==> src/rtl/uiw_pkg.sv <==
// Constants shared by the serial-port interrupt and wake block
package uiw_pkg;

  // Bus geometry
  localparam int ADDR_W   = 4;
  localparam int DATA_W   = 32;

  // Register byte addresses
  localparam logic [ADDR_W-1:0] CTRL_OFFS   = 4'h0;  // serial_control_two
  localparam logic [ADDR_W-1:0] STATUS_OFFS = 4'h4;  // serial_status_reg
  localparam logic [ADDR_W-1:0] RXDATA_OFFS = 4'h8;  // rx_data_fifo head

  // Control register field positions
  localparam int TXE_IE_BIT    = 0;
  localparam int TXI_IE_BIT    = 1;
  localparam int RX_IE_BIT     = 2;
  localparam int ADDR_DET_BIT  = 3;
  localparam int WAKE_EN_BIT   = 4;
  localparam int NINTH_BIT     = 5;
  localparam int PORT_ON_BIT   = 6;
  localparam int RX_ON_BIT     = 7;
  localparam int PARITY_BIT    = 8;
  localparam int CTRL_W        = 9;
  localparam logic [CTRL_W-1:0] CTRL_RESET = 9'h000;

  // Status register field positions
  localparam int ST_TXE_BIT    = 0;
  localparam int ST_TXI_BIT    = 1;
  localparam int ST_RXAV_BIT   = 2;
  localparam int ST_OVR_BIT    = 3;
  localparam int ST_ADDR_BIT   = 4;
  localparam int ST_IGN_BIT    = 5;
  localparam int STATUS_W      = 6;

  // Received word layout
  localparam int RXWORD_W      = 9;
  localparam int TOP8_BIT      = 7;
  localparam int TOP9_BIT      = 8;

  // Start-up delay after a wake-up
  localparam int CLK_PERIOD_NS = 10;
  localparam int STARTUP_NS    = 10240;
  localparam int STARTUP_CYC   = (STARTUP_NS + CLK_PERIOD_NS - 1) / CLK_PERIOD_NS;

  // Power states of the processor
  typedef enum logic [1:0] {
    UIW_PWR_RUN,
    UIW_PWR_ASLEEP,
    UIW_PWR_STARTUP
  } uiw_pwr_e;

endpackage : uiw_pkg

==> src/rtl/uiw_sync2.sv <==
// Two-stage synchroniser for the RX pin
`timescale 1ns/10ps
module uiw_sync2 (
  // Clock and reset
  input  wire logic clk,
  input  wire logic rstn,
  // Asynchronous level in, synchronised level out
  input  wire logic asyncIn,
  output logic      syncOut
);

  logic meta_r;

  // Idle line is high, so reset to one to avoid a false falling edge
  always_ff @(posedge clk) begin
    if (!rstn) begin
      meta_r  <= 1'b1;
      syncOut <= 1'b1;
    end else begin
      meta_r  <= asyncIn;
      syncOut <= meta_r;
    end
  end

endmodule : uiw_sync2

==> src/rtl/uiw_top.sv <==
// Serial-port interrupt request, address-detect and RX wake-up logic
//
// Summary of operation
// RL1: Five sources feed the port interrupt.
// RL2: Request issued as one-cycle low pulse.
// RL3: Own tx enables; receive sources share one.
// RL4: Vector only when enabled and stack free.
// RL5: Flags read-only; cleared by hardware access only.
// RL6: Processor-level port enable masks whole interrupt.
// RL7: Address detect needs top bit set.
// RL8: Top bit is ninth or eighth bit.
// RL9: Top bit set marks word as address.
// RL10: No address detect: every word interrupts.
// RL11: Software keeps parity off with address detect.
// RL12: RX falling edge wakes when armed beforehand.
// RL13: Wake interrupts only with both global enables.
// RL14: RX data ignored during start-up delay.
// RL15: Wake interrupt waits for start-up delay.
// RL16: Stopped clock pauses transfers, resumes later.
// RL17: Sleep entry leaves registers unchanged.
// RL18: Software finishes transfers before sleeping.
// RL19: Overrun interrupts when receive enable set.
// RL20: Avail flag clears on status then data read.
// RL21: Request is OR of gated sources.
//
// The implementer's own choices: register access over Avalon-MM and the address map.
`timescale 1ns/10ps
module uiw_top
  import uiw_pkg::*;
#(
  parameter int STARTUP_COUNT = STARTUP_CYC
) (
  // Clock and reset
  input  wire logic              clk,
  input  wire logic              rstn,
  // Avalon-MM slave
  input  wire logic [ADDR_W-1:0] address,
  input  wire logic              read,
  input  wire logic              write,
  input  wire logic [DATA_W-1:0] writedata,
  input  wire logic [3:0]        byteenable,
  output logic [DATA_W-1:0]      readdata,
  output logic                   waitrequest,
  // Transmitter and receiver conditions
  input  wire logic                txEmpty,
  input  wire logic                txIdle,
  input  wire logic                rxWordDone,
  input  wire logic                rxOverrun,
  input  wire logic [RXWORD_W-1:0] rxWord,
  // RX pin, asynchronous
  input  wire logic                rxPin,
  // Processor interrupt and power control
  input  wire logic                global_int_en,
  input  wire logic                port_int_en,
  input  wire logic                stackFull,
  input  wire logic                sleepMode,
  output logic                     intReqN,
  output logic                     wakeReq,
  output logic                     rxIgnore
);

  // Elaboration check: the start-up counter is sixteen bits wide
  if (STARTUP_COUNT < 1 || STARTUP_COUNT > 65535) begin : g_bad_startup
    $error("STARTUP_COUNT out of range");
  end

  // Top received bit, chosen by word length
  function automatic logic topBit(input logic [RXWORD_W-1:0] w, input logic nine);
    topBit = nine ? w[TOP9_BIT] : w[TOP8_BIT];
  endfunction : topBit

  ////////////////////////////////////////////////////////////////////////////
  // Registers and state
  logic [CTRL_W-1:0]   ctrl_r;
  logic                rxAvail_r;
  logic                overrun_r;
  logic                isAddr_r;
  logic                statusSeen_r;
  logic                txEmptyDly_r;
  logic                txIdleDly_r;
  logic                rxPinDly_r;
  logic                pend_r;
  logic                armed_r;
  logic                sleepDly_r;
  logic                wakeFire_r;
  logic [15:0]         startCnt_r;
  uiw_pwr_e            pwr_r;
  logic                rxPinSync;

  uiw_sync2 uiw_sync2_i (
    .clk     (clk),
    .rstn    (rstn),
    .asyncIn (rxPin),
    .syncOut (rxPinSync)
  );

  ////////////////////////////////////////////////////////////////////////////
  // Bus decode
  wire busReq     = read | write;
  wire accept     = busReq & ~waitrequest;
  wire hitCtrl    = (address == CTRL_OFFS);
  wire hitStatus  = (address == STATUS_OFFS);
  wire hitRxData  = (address == RXDATA_OFFS);
  wire wrCtrl     = accept & write & hitCtrl;
  wire statusAcc  = accept & hitStatus;
  wire rxDataRd   = accept & read & hitRxData;

  // Control fields
  wire txeIe      = ctrl_r[TXE_IE_BIT];
  wire txiIe      = ctrl_r[TXI_IE_BIT];
  wire rx_int_en  = ctrl_r[RX_IE_BIT];
  wire addr_detect_en = ctrl_r[ADDR_DET_BIT];
  wire wakeEn     = ctrl_r[WAKE_EN_BIT];
  wire ninth_bit_sel  = ctrl_r[NINTH_BIT];
  wire serial_port_on = ctrl_r[PORT_ON_BIT];
  wire receiver_on    = ctrl_r[RX_ON_BIT];

  // Byte-lane merge for control writes
  wire [DATA_W-1:0] ctrlWide = {{(DATA_W-CTRL_W){1'b0}}, ctrl_r};
  wire [DATA_W-1:0] beMask   = {{8{byteenable[3]}}, {8{byteenable[2]}}, {8{byteenable[1]}}, {8{byteenable[0]}}};
  wire [DATA_W-1:0] ctrlMrg  = (writedata & beMask) | (ctrlWide & ~beMask);

  // Status image; flags are read-only, a write leaves them unchanged but counts as the status access
  wire [STATUS_W-1:0] statusImg = {rxIgnore, isAddr_r, overrun_r, rxAvail_r, txIdle, txEmpty};  // see RL5
  wire [DATA_W-1:0]   rdMux = hitCtrl   ? ctrlWide :
                              hitStatus ? {{(DATA_W-STATUS_W){1'b0}}, statusImg} :
                              hitRxData ? {{(DATA_W-RXWORD_W){1'b0}}, rxWord} : '0;

  ////////////////////////////////////////////////////////////////////////////
  // Source conditions
  wire wordTaken  = rxWordDone & ~rxIgnore;                          // see RL14
  wire wordTop    = topBit(rxWord, ninth_bit_sel);                   // see RL8
  wire dataAvail  = wordTaken & (~addr_detect_en | wordTop);         // see RL7, RL10
  wire srcTxe     = txEmpty & ~txEmptyDly_r & txeIe;                 // see RL3
  wire srcTxi     = txIdle & ~txIdleDly_r & txiIe;                   // see RL3
  wire srcRxAv    = dataAvail & rx_int_en;                           // see RL3
  wire srcOvr     = rxOverrun & ~rxIgnore & rx_int_en;               // see RL19
  wire srcHit     = srcTxe | srcTxi | srcRxAv | srcOvr | wakeFire_r; // see RL1, RL21
  wire gateOpen   = global_int_en & port_int_en & ~stackFull;        // see RL4, RL6
  wire clrFlags   = rxDataRd & statusSeen_r;                         // see RL20

  // Wake conditions
  wire armNow     = wakeEn & serial_port_on & receiver_on & rx_int_en;
  wire sleepRise  = sleepMode & ~sleepDly_r;
  wire rxFall     = ~rxPinSync & rxPinDly_r;
  wire startDone  = (startCnt_r == 16'(STARTUP_COUNT - 1));

  ////////////////////////////////////////////////////////////////////////////
  // Bus slave: one wait state, then the answer for one edge
  always_ff @(posedge clk) begin
    if (!rstn) begin
      waitrequest <= 1'b1;
      readdata    <= '0;
    end else begin
      waitrequest <= ~(busReq & waitrequest);
      if (busReq & waitrequest) begin
        readdata <= read ? rdMux : '0;
      end
    end
  end

  // Control register; sleep entry does not touch it
  always_ff @(posedge clk) begin
    if (!rstn) begin
      ctrl_r <= CTRL_RESET;
    end else if (wrCtrl) begin
      ctrl_r <= ctrlMrg[CTRL_W-1:0];  // see RL17
    end
  end

  // Receive flags: a new event wins over a clear in the same cycle
  always_ff @(posedge clk) begin
    if (!rstn) begin
      rxAvail_r    <= 1'b0;
      overrun_r    <= 1'b0;
      isAddr_r     <= 1'b0;
      statusSeen_r <= 1'b0;
    end else begin
      rxAvail_r    <= wordTaken | (rxAvail_r & ~clrFlags);                // see RL20, RL5
      overrun_r    <= (rxOverrun & ~rxIgnore) | (overrun_r & ~clrFlags);  // see RL5
      if (wordTaken) begin
        isAddr_r <= wordTop;  // see RL9
      end
      statusSeen_r <= statusAcc | (statusSeen_r & ~rxDataRd);
    end
  end

  // Edge history for level sources and the pin
  always_ff @(posedge clk) begin
    if (!rstn) begin
      txEmptyDly_r <= 1'b0;
      txIdleDly_r  <= 1'b0;
      rxPinDly_r   <= 1'b1;
      sleepDly_r   <= 1'b0;
    end else begin
      txEmptyDly_r <= txEmpty;
      txIdleDly_r  <= txIdle;
      rxPinDly_r   <= rxPinSync;
      sleepDly_r   <= sleepMode;
    end
  end

  // Pending request, issued as one low cycle once the gate opens
  always_ff @(posedge clk) begin
    if (!rstn) begin
      pend_r  <= 1'b0;
      intReqN <= 1'b1;
    end else begin
      intReqN <= ~(pend_r & gateOpen & intReqN);            // see RL2, RL4
      pend_r  <= srcHit | (pend_r & ~(gateOpen & intReqN)); // see RL21
    end
  end

  // Power sequencer; holds state only, so a stopped clock simply pauses it
  always_ff @(posedge clk) begin  // see RL16
    if (!rstn) begin
      pwr_r      <= UIW_PWR_RUN;
      armed_r    <= 1'b0;
      wakeReq    <= 1'b0;
      rxIgnore   <= 1'b0;
      wakeFire_r <= 1'b0;
      startCnt_r <= '0;
    end else begin
      wakeReq    <= 1'b0;
      wakeFire_r <= 1'b0;
      case (pwr_r)
        UIW_PWR_RUN: begin
          if (sleepRise) begin
            armed_r <= armNow;  // see RL12
            pwr_r   <= UIW_PWR_ASLEEP;
          end
        end
        UIW_PWR_ASLEEP: begin
          if (!sleepMode) begin
            pwr_r <= UIW_PWR_RUN;
          end else if (armed_r & rxFall) begin
            wakeReq    <= 1'b1;  // see RL12
            rxIgnore   <= 1'b1;  // see RL14
            startCnt_r <= '0;
            pwr_r      <= UIW_PWR_STARTUP;
          end
        end
        UIW_PWR_STARTUP: begin
          startCnt_r <= startCnt_r + 16'h0001;
          if (startDone) begin
            rxIgnore   <= 1'b0;
            wakeFire_r <= global_int_en & port_int_en;  // see RL13, RL15
            armed_r    <= 1'b0;
            pwr_r      <= UIW_PWR_RUN;
          end
        end
        default: begin
          pwr_r <= UIW_PWR_RUN;
        end
      endcase
    end
  end

  ////////////////////////////////////////////////////////////////////////////
  // Checks
  property p_low_pulse;
    @(posedge clk) disable iff (!rstn) !intReqN |=> intReqN;
  endproperty
  a_low_pulse: assert property (p_low_pulse) else $error("request low longer than one cycle");  // see RL2

  property p_gate;
    @(posedge clk) disable iff (!rstn) $fell(intReqN) |-> $past(gateOpen) && $past(pend_r);
  endproperty
  a_gate: assert property (p_gate) else $error("request issued while masked");  // see RL4

  property p_pend_served;
    @(posedge clk) disable iff (!rstn) pend_r && gateOpen && intReqN |=> !intReqN;
  endproperty
  a_pend_served: assert property (p_pend_served) else $error("open gate did not issue request");  // see RL6

  property p_addr_block;
    @(posedge clk) disable iff (!rstn) wordTaken && addr_detect_en && !wordTop && !pend_r &&
      !srcTxe && !srcTxi && !srcOvr && !wakeFire_r |=> !pend_r;
  endproperty
  a_addr_block: assert property (p_addr_block) else $error("data word passed address detect");  // see RL7

  property p_no_addr;
    @(posedge clk) disable iff (!rstn) wordTaken && rx_int_en && !addr_detect_en |=> pend_r;
  endproperty
  a_no_addr: assert property (p_no_addr) else $error("word did not raise pending");  // see RL10

  property p_flag_clear;
    @(posedge clk) disable iff (!rstn) $fell(rxAvail_r) |-> $past(rxDataRd) && $past(statusSeen_r);
  endproperty
  a_flag_clear: assert property (p_flag_clear) else $error("avail flag cleared wrongly");  // see RL20

  property p_set_wins;
    @(posedge clk) disable iff (!rstn) wordTaken |=> rxAvail_r;
  endproperty
  a_set_wins: assert property (p_set_wins) else $error("word lost against clear");  // see RL5

  property p_wake_cause;
    @(posedge clk) disable iff (!rstn) wakeReq |-> $past(armed_r) && $past(rxFall) && rxIgnore;
  endproperty
  a_wake_cause: assert property (p_wake_cause) else $error("wake without armed falling edge");  // see RL12

  property p_wake_late;
    @(posedge clk) disable iff (!rstn) wakeFire_r |-> $past(rxIgnore) && !rxIgnore;
  endproperty
  a_wake_late: assert property (p_wake_late) else $error("wake interrupt before start-up end");  // see RL15

  property p_sleep_keep;
    @(posedge clk) disable iff (!rstn) sleepRise && !wrCtrl |=> $stable(ctrl_r);
  endproperty
  a_sleep_keep: assert property (p_sleep_keep) else $error("sleep entry changed control");  // see RL17

  property p_ignore;
    @(posedge clk) disable iff (!rstn) rxIgnore && !clrFlags |=> $stable(rxAvail_r) && $stable(overrun_r);
  endproperty
  a_ignore: assert property (p_ignore) else $error("word taken during start-up");  // see RL14

  c_req: cover property (@(posedge clk) disable iff (!rstn) $fell(intReqN));
  c_wake: cover property (@(posedge clk) disable iff (!rstn) wakeFire_r);
  c_clear: cover property (@(posedge clk) disable iff (!rstn) clrFlags && wordTaken);
  c_addr: cover property (@(posedge clk) disable iff (!rstn) wordTaken && addr_detect_en && wordTop);

endmodule : uiw_top

==> config.mk <==
export PLATFORM = sky130hd
export DESIGN_NAME = uiw_top
export DESIGN_NICKNAME = d
export VERILOG_FILES = /design/src/rtl/uiw_pkg.sv /design/src/rtl/uiw_sync2.sv /design/src/rtl/uiw_top.sv
export SDC_FILE = /design/constraint.sdc
export NUM_CORES = 1
export LEC_CHECK = 0
export BUFFER_PORTS_ARGS = -buffer_cell sky130_fd_sc_hd__buf_2
export CAP_MARGIN = 20
export CORE_ASPECT_RATIO = 0.7
export CORE_MARGIN = 1.5
export CORE_UTILIZATION = 40
export DETAILED_ROUTE_END_ITERATION = 16
export PLACE_DENSITY = 0.68
export SYNTH_ARGS = -nofsm -noshare
export SYNTH_HDL_FRONTEND = slang
export SYNTH_SLANG_ARGS = --single-unit
==> constraint.sdc <==
create_clock -name clk -period 1.98 [get_ports clk]
set_input_delay 0.396 -clock clk [delete_from_list [all_inputs] [get_ports clk]]
set_output_delay 0.396 -clock clk [all_outputs]
set_load 0.005 [all_outputs]
* Word level (Yosys, flattened, before mapping)
Cells that the tools add are included.
** Storage, ports and cells
- Bits in registers :: 76
- Bits in latches :: 0
- RAM bits :: 0
- Memory bits (read-only) :: 0
- Memories :: 0
** Cells by class
- Add/subtract/negate cells :: 1
- $mul :: 0
- Divide/modulo/power cells :: 0
- Order comparisons :: 0
- Eq/ne operators :: 10
- Shift operators :: 0
- Muxes and demuxes :: 20
- Bitwise gates (word level) :: 59
- Reduce and logical (&&, ||, !) cells :: 10
** Operators with widths (count)
- $mux 9 :: 4
- $and 1x1->1 :: 32
- $mux 16 :: 2
- $pmux 16 s2 :: 1
- $and 9x9->9 :: 2
- $add 16x1->16 const B :: 1
- $eq 16x10->1 const B :: 1
- $reduce_and 3->1 :: 5
- $not 1->1 :: 13
- $or 1x1->1 :: 10
- $not 9->9 :: 1
- $or 9x9->9 :: 1
- $mux 2 :: 4
- $ne 2x2->1 const B :: 4
- $mux 1 :: 6
- $pmux 2 s3 :: 1
- $eq 4x3->1 const B :: 1
- $eq 4x4->1 const B :: 1
- $logic_not 4->1 :: 1
- $pmux 1 s2 :: 2
- $reduce_and 4->1 :: 1
- $reduce_bool 2->1 :: 2
- $ne 3x3->1 const B :: 1
- $eq 2x1->1 const B :: 1
- other kinds (2) :: 2

* Longest topological paths before layout
Gate-level depths: netlist (run 1).
- Depth in word-level cells :: 8
- Gate-level depth with buffers :: 7
- Mapped depth without buffers :: 5

* By module
Synthesis (run 1) repeated with hierarchy kept, for this count alone.
** Unflattened totals
- Cells, all modules :: 293
- Area, all modules :: 2541.2 µm²
** By module, submodules not included
- uiw_top :: times used 1, cells an instance 289, area each 2488.6 µm², sequential area each 1021.0 µm²
- uiw_sync2 :: times used 1, cells an instance 4, area each 52.6 µm², sequential area each 40.0 µm²

* Worst setup path before layout (run 1)
Ideal clock, no wire load.
- Path kind :: input port to flip-flop
- Start point :: input address[1]
- End point :: register with a tool-made name
- Setup time :: 0.117 ns
- Arrival time :: 1.659 ns
- Required time :: 1.863 ns
- Setup slack :: 0.204 ns
- Cell stages on the path :: 7
- Buffers on the path :: 3
- Path through :: or4_1 -> buf_2 -> nand4bb_1 -> clkbuf_1 -> buf_6 -> nand3_1 -> o21ai_1
** RTL lines
- from (decl) :: RTL line uiw_top.sv:37 : input wire logic [ADDR_W-1:0] address,

* Worst setup path after layout (run 1)
- Start point :: register startCnt_r[0]
- End point :: register wakeFire_r
** Between the ends
- Word-level cells in the longest chain between the ends :: 2
** RTL lines
- from (decl) :: RTL line uiw_top.sv:86 : logic [15:0] startCnt_r;
- from (signal assigned) :: RTL line uiw_top.sv:244 : startCnt_r <= startCnt_r + 16'h0001;
- $eq 16x10->1 :: RTL line uiw_top.sv:146 : wire startDone = (startCnt_r == 16'(STARTUP_COUNT - 1));
- $reduce_and 3->1 (no line)
- to (signal assigned) :: RTL line uiw_top.sv:247 : wakeFire_r <= global_int_en & port_int_en;
- to (decl) :: RTL line uiw_top.sv:85 : logic wakeFire_r;
Every way passes these cells.
A chain may end at the register's enable or synchronous reset.

==> summary.md, run 1 <==
| Metric | Value |
|---|---|
| Status | `completed` |
| Synth area leader | `dfxtp_1` |
| Final hold violations | `0` |
| Cells after synthesis | `295` |
| Critical-path cell list | `ha_1, nand2_1, or4_1, nor2_2, and4_1` |
| Max-Cap Viols | `0` |
| Pre-CTS setup slack | `~0.066 ns` |
| Hold buffer count at cts | `0` |
| Period utilization | `approximately 92%` |
| Largest net degree at the start of global routing | `21` |
| FP Rows | `23` |
| Setup-failing EPs final | `0` |
| Initial antenna violation count | `0` |
| Reg clk slew, reported paths | `roughly 0.090 ns` |
| CTS H-tree depth | `2` |
| CTS tree | `yes` |
| Critical path class | `flip-flop to flip-flop` |
| Dpl cell area | `around 2800 um2` |
| Number of enable flip-flop cells after synthesis | `0` |
| Syn-to-layout area delta | `15.2%` |
| Cts repair resizes | `0` |
| Total I/O pin count | `98` |
| Worst endpoint required time | `roughly 2.2 ns` |
| Num CTS Buffers | `5` |
| Yosys warning count | `0` |
| Fin nets | `413` |
| Port bufs | `49` |
| Gr usage total | `approximately 17%` |
| Min Tclk post-route | `1.83 ns` |
| Design area | `2900 um2` |
| CP peak stage delay | `0.67 ns` |
| CTS Root Buffer Type | `clkbuf_8` |
| Drt pass-1 iters | `5` |
| Sequential area share after synthesis | `a little over two fifths` |
| Crit. End Element | `flip-flop` |
| Max Freq | `around 550 MHz` |
| Worst-skew pair later-pin latency | `0.30 ns` |
| Count of different cell masters after synthesis | `53` |
| Synthesized area per cell | `~8.5 um2` |
| Slowest CP cell | `or4_1` |
| Yosys top cell area share | `42.1%` |
| Post-synth top flop | `dfxtp_1` |
| CP arrival | `between 2 and 2.5 ns` |
| Startpoint Class | `flip-flop` |
| Post-CTS Setup Bufs | `0` |
| First-pass GRT wire length | `9610 um` |
| Setup ws final | `0.152 ns` |
| CP max FO | `10` |
| Setup TNS | `0 ns` |
| RSZ-0062 raised after global routing | `no` |
| Top cells by area, synth | `dfxtp_1, buf_4, a21oi_1` |
| Design Power | `approximately 1900 uW` |
| Vias in the first global route | `2,058` |
| Starting Density | `between 40% and 50%` |
| Hold_ws | `between 0.2 and 0.3 ns` |
| Pins over their slew limit | `0` |
| Routed wire length | `about 5900 um` |
| Hold Crit Class | `input pin to flip-flop` |
| Yosys reg bits | `53` |
| Drt wl/cell | `roughly 14 um` |
| Most common cell after layout, fill and taps aside | `dfxtp_1` |
| Leakage | `~0.0012 uW` |
| Share of layout cells above drive strength 1 | `a little under a quarter` |
| Final RePlAce weighted congestion | `roughly 0.86` |
| Die Y | `just under 70 um` |
| Post-route ant nets | `0` |
| Die X | `between 90 and 100 um` |
| N_diodes | `0` |
| Drc violations | `0` |
| Die area | `roughly 6800 um2` |
| Final worst clock skew | `0.00497 ns` |
| Most frequent cells in the layout | `dfxtp_1, buf_2, a21oi_1` |
| VDD IR max | `between 300 and 400 uV` |
| Cell Area, Synth | `~2500 um2` |
| Core box area | `just under 6000 um2` |
| DRT iter0 DRCs | `roughly 110` |
| Vias per inst | `5.30` |
| Pwr dens | `641 nW/um2` |
| Async set-or-reset flop fraction in the synthesized netlist | `0%` |
| CTS Buffer Depth | `2` |
| DR vias | `2,258` |
| Total grt overflow | `0` |
| Num Clock Sinks | `between 50 and 60` |
| Detailed Place HPWL | `approximately 4400 um` |
synth_stat cells, types with 7 or more instances:
cell type / n
dfxtp_1: 53
buf_4: 23
nor2_1: 15
a21oi_1: 27
nand3_1: 17
nand2_1: 23
nor2b_1: 9
inv_1: 10
nand2b_1: 7
clkbuf_1: 12
o21ai_1: 7
nand4_1: 7
worst paths after layout:
kind	start	endpoint	slack [ns]	cells after the start
worst max-delay path	startCnt_r[0]$_SDFFE_PN0P_	wakeFire_r$_SDFF_PN0_	0.15	5
worst min-delay path	rxPin	uiw_sync2_i.meta_r$_SDFF_PN1_	0.27	2
worst max register to register	startCnt_r[0]$_SDFFE_PN0P_	wakeFire_r$_SDFF_PN0_	0.15	5
worst min register to register	pend_r$_SDFF_PN0_	intReqN$_SDFF_PN1_	0.41	1
layer usage:
metal | wire length, um | part of all wire, % | track usage (%) | vias up
met1 | 2900 | 50 | 25.3 | 1051
met3 | 449 | 7.7 | 4.13 | 7
met2 | 2450 | 42 | 25.0 | 71
met4 | 55 | 0.94 | 5.24 | 0
met5 | 0 | 0 | 0 | -
li1 | - | - | - | 1129
final cells by class:
cell class              count  area (um2)
fillers                   585        3000
multi-input cells         214        1260
flip-flops and latches     53        1060
repair buffers             65         365
well taps                  75        93.8
clock buffers               7        76.3
inverters                  11        41.3
clock inverters             1        7.51
cells by family after synthesis:
group	synth area share, %
mux	3.78
other cells	0.149
simple gates	24.3
flops	42.1
buf+inv	11.3
compound gates	17.8
fa+ha+maj	0.497
critical path: cells and delay by family, from the launching register on:
| family | cells | cell delay (ns) |
|---|---|---|
| DFF | 1 | 0.37 |
| and+or+nand+nor | 4 | 1.20 |
| adders and majority gates | 1 | 0.22 |
metrics by stage:
step / cells / utilization, %
floorplan: 317 / -
global placement: 418 / 47.8
detailed placement: 418 / 47.8
CTS: 426 / 49.2
global route: 426 / 49.2
finish: 426 / 49.2
report_power, final:
group / switching, uW / internal [uW]
registers: 9.73 / 1080
clock network: 351 / 251
logic: 93.2 / 71.2
Note: power is estimated with default switching activity, not from simulation.
==> run 2, diff against run 1 <==
BUFFER_PORTS_ARGS = not set   (was -buffer_cell sky130_fd_sc_hd__buf_2)
DONT_BUFFER_PORTS = 1   (was not set)
PLACE_DENSITY = not set   (was 0.68)
SKIP_CTS_REPAIR_TIMING = 1   (was not set)
==> summary.md, run 2 (synthesized netlist as in run 1, its figures left out) <==
| Metric | Value |
|---|---|
| Switching share of total power | `22.7% (was 24.4%)` |
| Drc violations | `0 (unchanged)` |
| Fin nets | `360 (was 413)` |
| Pre-CTS setup slack | `0.152 ns (was 0.0657 ns)` |
| Total grt overflow | `0 (unchanged)` |
| Worst-skew pair later-pin latency | `0.30 ns (about the same)` |
| Critical path class | `flip-flop to flip-flop (unchanged)` |
| Most common cell after layout, fill and taps aside | `dfxtp_1 (unchanged)` |
| CTS H-tree depth | `2 (unchanged)` |
| CTS tree | `yes (unchanged)` |
| Gr usage total | `16.6% (was 17.3%)` |
| Total I/O pin count | `98 (unchanged)` |
| Status | `completed (unchanged)` |
| CP arrival | `1.99 ns (was 2.08 ns)` |
| Period utilization | `90.8% (was 92.3%)` |
| Setup ws final | `0.181 ns (was 0.152 ns)` |
| Drt pass-1 iters | `4 (was 5)` |
| Crit. End Element | `flip-flop (unchanged)` |
| CP max FO | `5 (was 10)` |
| Combinational share of power | `5.0% (was 8.8%)` |
| DRT iter0 DRCs | `83 (was 105)` |
| Die area | `6790 um2 (unchanged)` |
| Final RePlAce weighted congestion | `0.784 (was 0.859)` |
| Initial antenna violation count | `0 (unchanged)` |
| Int Pwr | `1440 uW (was 1400 uW)` |
| Num Clock Sinks | `53 (unchanged)` |
| First-pass GRT wire length | `8980 um (was 9610 um)` |
| Die X | `97.8 um (unchanged)` |
| Starting Density | `42.7% (unchanged)` |
| Core Util, Final | `44.9% (was 49.2%)` |
| Reg clk slew, reported paths | `0.10 ns (was 0.09 ns)` |
| FP Rows | `23 (unchanged)` |
| Worst r2r src | `startCnt_r[13]$_SDFFE_PN0P_ (was startCnt_r[0]$_SDFFE_PN0P_)` |
| R2R setup slack | `0.18 ns (was 0.15 ns)` |
| Num CTS Buffers | `5 (unchanged)` |
| N_diodes | `0 (unchanged)` |
| Max-Cap Viols | `0 (unchanged)` |
| R2R cell count | `4 (was 5)` |
| Crit Reg-Reg Endpoint | `pwr_r[1]$_SDFFE_PN0P_ (was wakeFire_r$_SDFF_PN0_)` |
| DR vias | `2,045 (was 2,258)` |
| Port bufs | `0 (was 49)` |
| Post-route ant nets | `0 (unchanged)` |
| Seq pwr share | `58.9% (was 58.7%)` |
| Setup-failing EPs final | `0 (unchanged)` |
| Syn-to-layout area delta | `5.12% (was 15.2%)` |
| Die Y | `69.4 um (unchanged)` |
| Routed wire length | `5510 um (was 5850 um)` |
| Share of layout cells above drive strength 1 | `11.1% (was 23.6%)` |
| Min Tclk post-route | `1.80 ns (was 1.83 ns)` |
| RSZ-0062 raised after global routing | `no (unchanged)` |
| Worst endpoint required time | `2.17 ns (was 2.23 ns)` |
| VDD IR max | `308 uV (was 303 uV)` |
| Final worst clock skew | `0.00719 ns (was 0.00497 ns)` |
| Pins over their slew limit | `0 (unchanged)` |
| Core box area | `5900 um2 (unchanged)` |
| Worst Hold Path EP | `rxPinDly_r$_SDFF_PN1_ (was uiw_sync2_i.meta_r$_SDFF_PN1_)` |
| Hold Crit Class | `input pin to flip-flop (unchanged)` |
| Slew headroom | `46.4%` |
| Max Freq | `556 MHz (was 547 MHz)` |
| Vias in the first global route | `1,812 (was 2,058)` |
| Startpoint Class | `flip-flop (unchanged)` |
| Most frequent cells in the layout | `dfxtp_1, a21oi_1, nand2_1, conb_1, nand3_1 (was dfxtp_1, buf_2, a21oi_1)` |
| Hold_sp | `rstn (was rxPin)` |
| Pwr dens | `701 nW/um2 (was 641 nW/um2)` |
| Worst hold path stage count | `1 (was 2)` |
| Worst Max-Slew Pin Slew | `about 0.8 ns` |
| Clk pwr share | `36.2% (was 32.4%)` |
| Drt wl/cell | `14.8 um (was 13.7 um)` |
| Vias per inst | `5.48 (was 5.30)` |
| Setup TNS | `0 ns (unchanged)` |
| Net Sw Power | `421 uW (was 454 uW)` |
| Final hold violations | `0 (unchanged)` |
| CTS Root Buffer Type | `clkbuf_8 (unchanged)` |
| Detailed Place HPWL | `4080 um (was 4370 um)` |
| Leakage | `0.000949 uW (was 0.00116 uW)` |
| CTS Buffer Depth | `2 (unchanged)` |
| Largest net degree at the start of global routing | `31 (was 21)` |
-- run 2: routing by layer --
layer  GRT usage, %  vias up  wire length (um)
met1           24.7      953              2940
li1               -     1024                 -
met2           22.7       60              2160
met5              0        -                 0
met4           5.24        0                67
met3           5.04        8               340
-- run 2: power by group through the flow --
| stage | clock [uW] | sequential, uW | combinational (uW) |
|---|---|---|---|
| floorplan | 0 | 1110 | 117 |
| global placement | 0 | 1120 | 89.7 |
| detailed placement | 0 | 1120 | 91.0 |
| CTS | 693 | 1090 | 91.3 |
| global route | 733 | 1100 | 104 |
| finish | 672 | 1090 | 92.0 |
-- run 2: worst max-delay path by stage --
stage | startpoint | to | slack [ns] | cells after the start
6_report | startCnt_r[13]$_SDFFE_PN0P_ | pwr_r[1]$_SDFFE_PN0P_ | 0.18 | 4
5_1_grt | startCnt_r[3]$_SDFFE_PN0P_ | startCnt_r[13]$_SDFFE_PN0P_ | 0.09 | 5
4_1_cts | startCnt_r[0]$_SDFFE_PN0P_ | startCnt_r[10]$_SDFFE_PN0P_ | 0.13 | 4
3_5_place_dp | address[1] | flip-flop | 0.15 | 4
3_3_place_gp | address[1] | flip-flop | 0.14 | 5
2_1_floorplan | address[1] | flip-flop | 0.20 | 7
-- run 2: metrics by stage --
| stage | area [um2] | hold slack, ns | cells | total power [uW] |
|---|---|---|---|---|
| floorplan | 2600 | 0.363 | 317 | 1230 |
| global placement | 2540 | 0.378 | 365 | 1210 |
| detailed placement | 2540 | 0.372 | 365 | 1210 |
| CTS | 2640 | 0.153 | 373 | 1880 |
| global route | 2650 | 0.148 | 373 | 1930 |
| finish | 2650 | 0.166 | 373 | 1860 |
-- run 2: critical path, cell delays in order (launching register included) --
cell and delay, ns:
dfxtp_1 0.35, or4_1 0.50, or4_4 0.52, o31ai_1 0.22
a21oi_1 0.09
-- run 2: cell type report --
cell class | count | area [um2]
Tap cell | 75 | 93.8
Clock inverter | 1 | 5.00
Timing Repair Buffer | 12 | 90.1
Sequential cell | 53 | 1060
Inverter | 11 | 41.3
Fill cell | 612 | 3250
Clock buffer | 7 | 96.3
Multi-Input combinational cell | 214 | 1260
==> run 3, diff against run 2 <==
==> constraint.sdc (replaced) <==
create_clock -name clk -period 1.98 [get_ports clk]
set_input_delay 0.297 -clock clk [delete_from_list [all_inputs] [get_ports clk]]
set_output_delay 0.297 -clock clk [all_outputs]
set_load 0.005 [all_outputs]
==> summary.md, run 3 (synthesized netlist as in run 1, its figures left out) <==
| Metric | Value |
|---|---|
| Status | `completed (unchanged)` |
| CTS H-tree depth | `2 (unchanged)` |
| Most frequent cells in the layout | `dfxtp_1, a21oi_1, nand2_1, conb_1, nand3_1 (unchanged)` |
| Num Clock Sinks | `53 (unchanged)` |
| CTS tree | `yes (unchanged)` |
| N_diodes | `0 (unchanged)` |
| Starting Density | `42.7% (unchanged)` |
| CTS Buffer Depth | `2 (unchanged)` |
| Gr usage total | `16.7% (was 16.6%)` |
| Max-Cap Viols | `0 (unchanged)` |
| Startpoint Class | `flip-flop (unchanged)` |
| Drt wl/cell | `14.8 um (about the same)` |
| Drc violations | `0 (unchanged)` |
| Critical-path cell list | `ha_1, nand2_1, or4_1, o2111ai_1, o41ai_1 (was or4_1, or4_4, o31ai_1, a21oi_1)` |
| CP peak stage delay | `0.66 ns (was 0.52 ns)` |
| Worst-skew pair later-pin latency | `0.31 ns (was 0.30 ns)` |
| Final RePlAce weighted congestion | `0.745 (was 0.784)` |
| Post-route ant nets | `0 (unchanged)` |
| Share of layout cells above drive strength 1 | `11.0% (was 11.1%)` |
| Reg clk slew, reported paths | `0.10 ns (about the same)` |
| Pwr dens | `703 nW/um2 (was 701 nW/um2)` |
| Most common cell after layout, fill and taps aside | `dfxtp_1 (unchanged)` |
| Critical path's top delay family | `simple AND/OR/NAND/NOR gates (unchanged)` |
| Dpl cells | `366 (was 365)` |
| Leakage | `0.000952 uW (was 0.000949 uW)` |
| Total I/O pin count | `98 (unchanged)` |
| Initial antenna violation count | `0 (unchanged)` |
| Worst endpoint required time | `2.17 ns (about the same)` |
| Largest net degree at the start of global routing | `31 (unchanged)` |
| Syn-to-layout area delta | `5.41% (was 5.12%)` |
| Hold Crit Class | `input pin to flip-flop (unchanged)` |
| Crit. End Element | `flip-flop (unchanged)` |
| Final hold violations | `0 (unchanged)` |
| CTS Root Buffer Type | `clkbuf_8 (unchanged)` |
| Critical path buffer and inverter count | `0 (unchanged)` |
| CP max FO | `10 (was 5)` |
| Slowest CP cell | `or4_1 (was or4_4)` |
| Fillcell total | `600 (was 612)` |
| DRT iter0 DRCs | `78 (was 83)` |
| Die Y | `69.4 um (unchanged)` |
| Slew headroom | `47.1% (was 46.4%)` |
| Storage element area | `1060 um2 (unchanged)` |
| Drt pass-1 iters | `4 (unchanged)` |
| Min Tclk post-route | `1.82 ns (was 1.80 ns)` |
| Core Util, Final | `45.0% (was 44.9%)` |
| Vias in the first global route | `1,833 (was 1,812)` |
| Num CTS Buffers | `5 (unchanged)` |
| FP Rows | `23 (unchanged)` |
| Detailed Place HPWL | `4080 um (about the same)` |
| DR vias | `2,041 (was 2,045)` |
| Final worst clock skew | `0.00753 ns (was 0.00719 ns)` |
| Total grt overflow | `0 (unchanged)` |
| Port bufs | `0 (unchanged)` |
| Max Freq | `549 MHz (was 556 MHz)` |
| RSZ-0062 raised after global routing | `no (unchanged)` |
| Critical path class | `flip-flop to flip-flop (unchanged)` |
| CP arrival | `2.01 ns (was 1.99 ns)` |
| Period utilization | `92.0% (was 90.8%)` |
| Routed wire length | `5530 um (was 5510 um)` |
| Hold_ws | `0.0619 ns (was 0.166 ns)` |
| Multi-input gate area | `1260 um2 (about the same)` |
| Pins over their slew limit | `0 (unchanged)` |
| Die X | `97.8 um (unchanged)` |
| First-pass GRT wire length | `9190 um (was 8980 um)` |
| Vias per inst | `5.46 (was 5.48)` |
| VDD IR max | `308 uV (about the same)` |
| Fin nets | `361 (was 360)` |
| Setup-failing EPs final | `0 (unchanged)` |
| Core box area | `5900 um2 (unchanged)` |
| Worst Max-Slew Pin Slew | `0.787 ns (was 0.798 ns)` |
| Die area | `6790 um2 (unchanged)` |
| Fin cells | `374 (was 373)` |
| Setup TNS | `0 ns (unchanged)` |
run 3: final timing paths:
| path | startpoint | end | slack (ns) | cells after the start |
|---|---|---|---|---|
| worst max-delay path | startCnt_r[0]$_SDFFE_PN0P_ | startCnt_r[14]$_SDFFE_PN0P_ | 0.16 | 5 |
| worst min register to register | pend_r$_SDFF_PN0_ | intReqN$_SDFF_PN1_ | 0.40 | 1 |
| worst max register to register | startCnt_r[0]$_SDFFE_PN0P_ | startCnt_r[14]$_SDFFE_PN0P_ | 0.16 | 5 |
| worst min-delay path | rstn | rxPinDly_r$_SDFF_PN1_ | 0.06 | 1 |
run 3: layout make-up:
cell class                      instances  area share [%]
Multi-Input combinational cell        214            47.3
Clock inverter                          1           0.330
Sequential cell                        53            40.0
Inverter                               11            1.56
Timing Repair Buffer                   13            3.68
Clock buffer                            7            3.63
Tap cell                               75            3.53
run 3: per-stage QoR:
step	setup slack (ns)	total power, uW	cell area (um2)
3_5_place_dp	0.158	1210	2550
6_report	0.158	1870	2660
4_1_cts	0.157	1880	2660
2_1_floorplan	0.248	1230	2600
5_1_grt	0.0233	1940	2660
3_3_place_gp	0.189	1210	2550
run 3: routing by layer:
metal / up-vias / share of wire, % / track usage [%] / wire, um
met5: - / 0 / 0 / 0
met4: 0 / 1.1 / 5.24 / 61
met3: 7 / 6.4 / 4.74 / 354
met2: 72 / 39 / 22.5 / 2160
met1: 935 / 53 / 25.3 / 2960
li1: 1027 / - / - / -
run 3: power breakdown:
group | switching (uW) | internal [uW]
sequential | 11.2 | 1080
clock | 356 | 323
combinational | 55.4 | 37.4
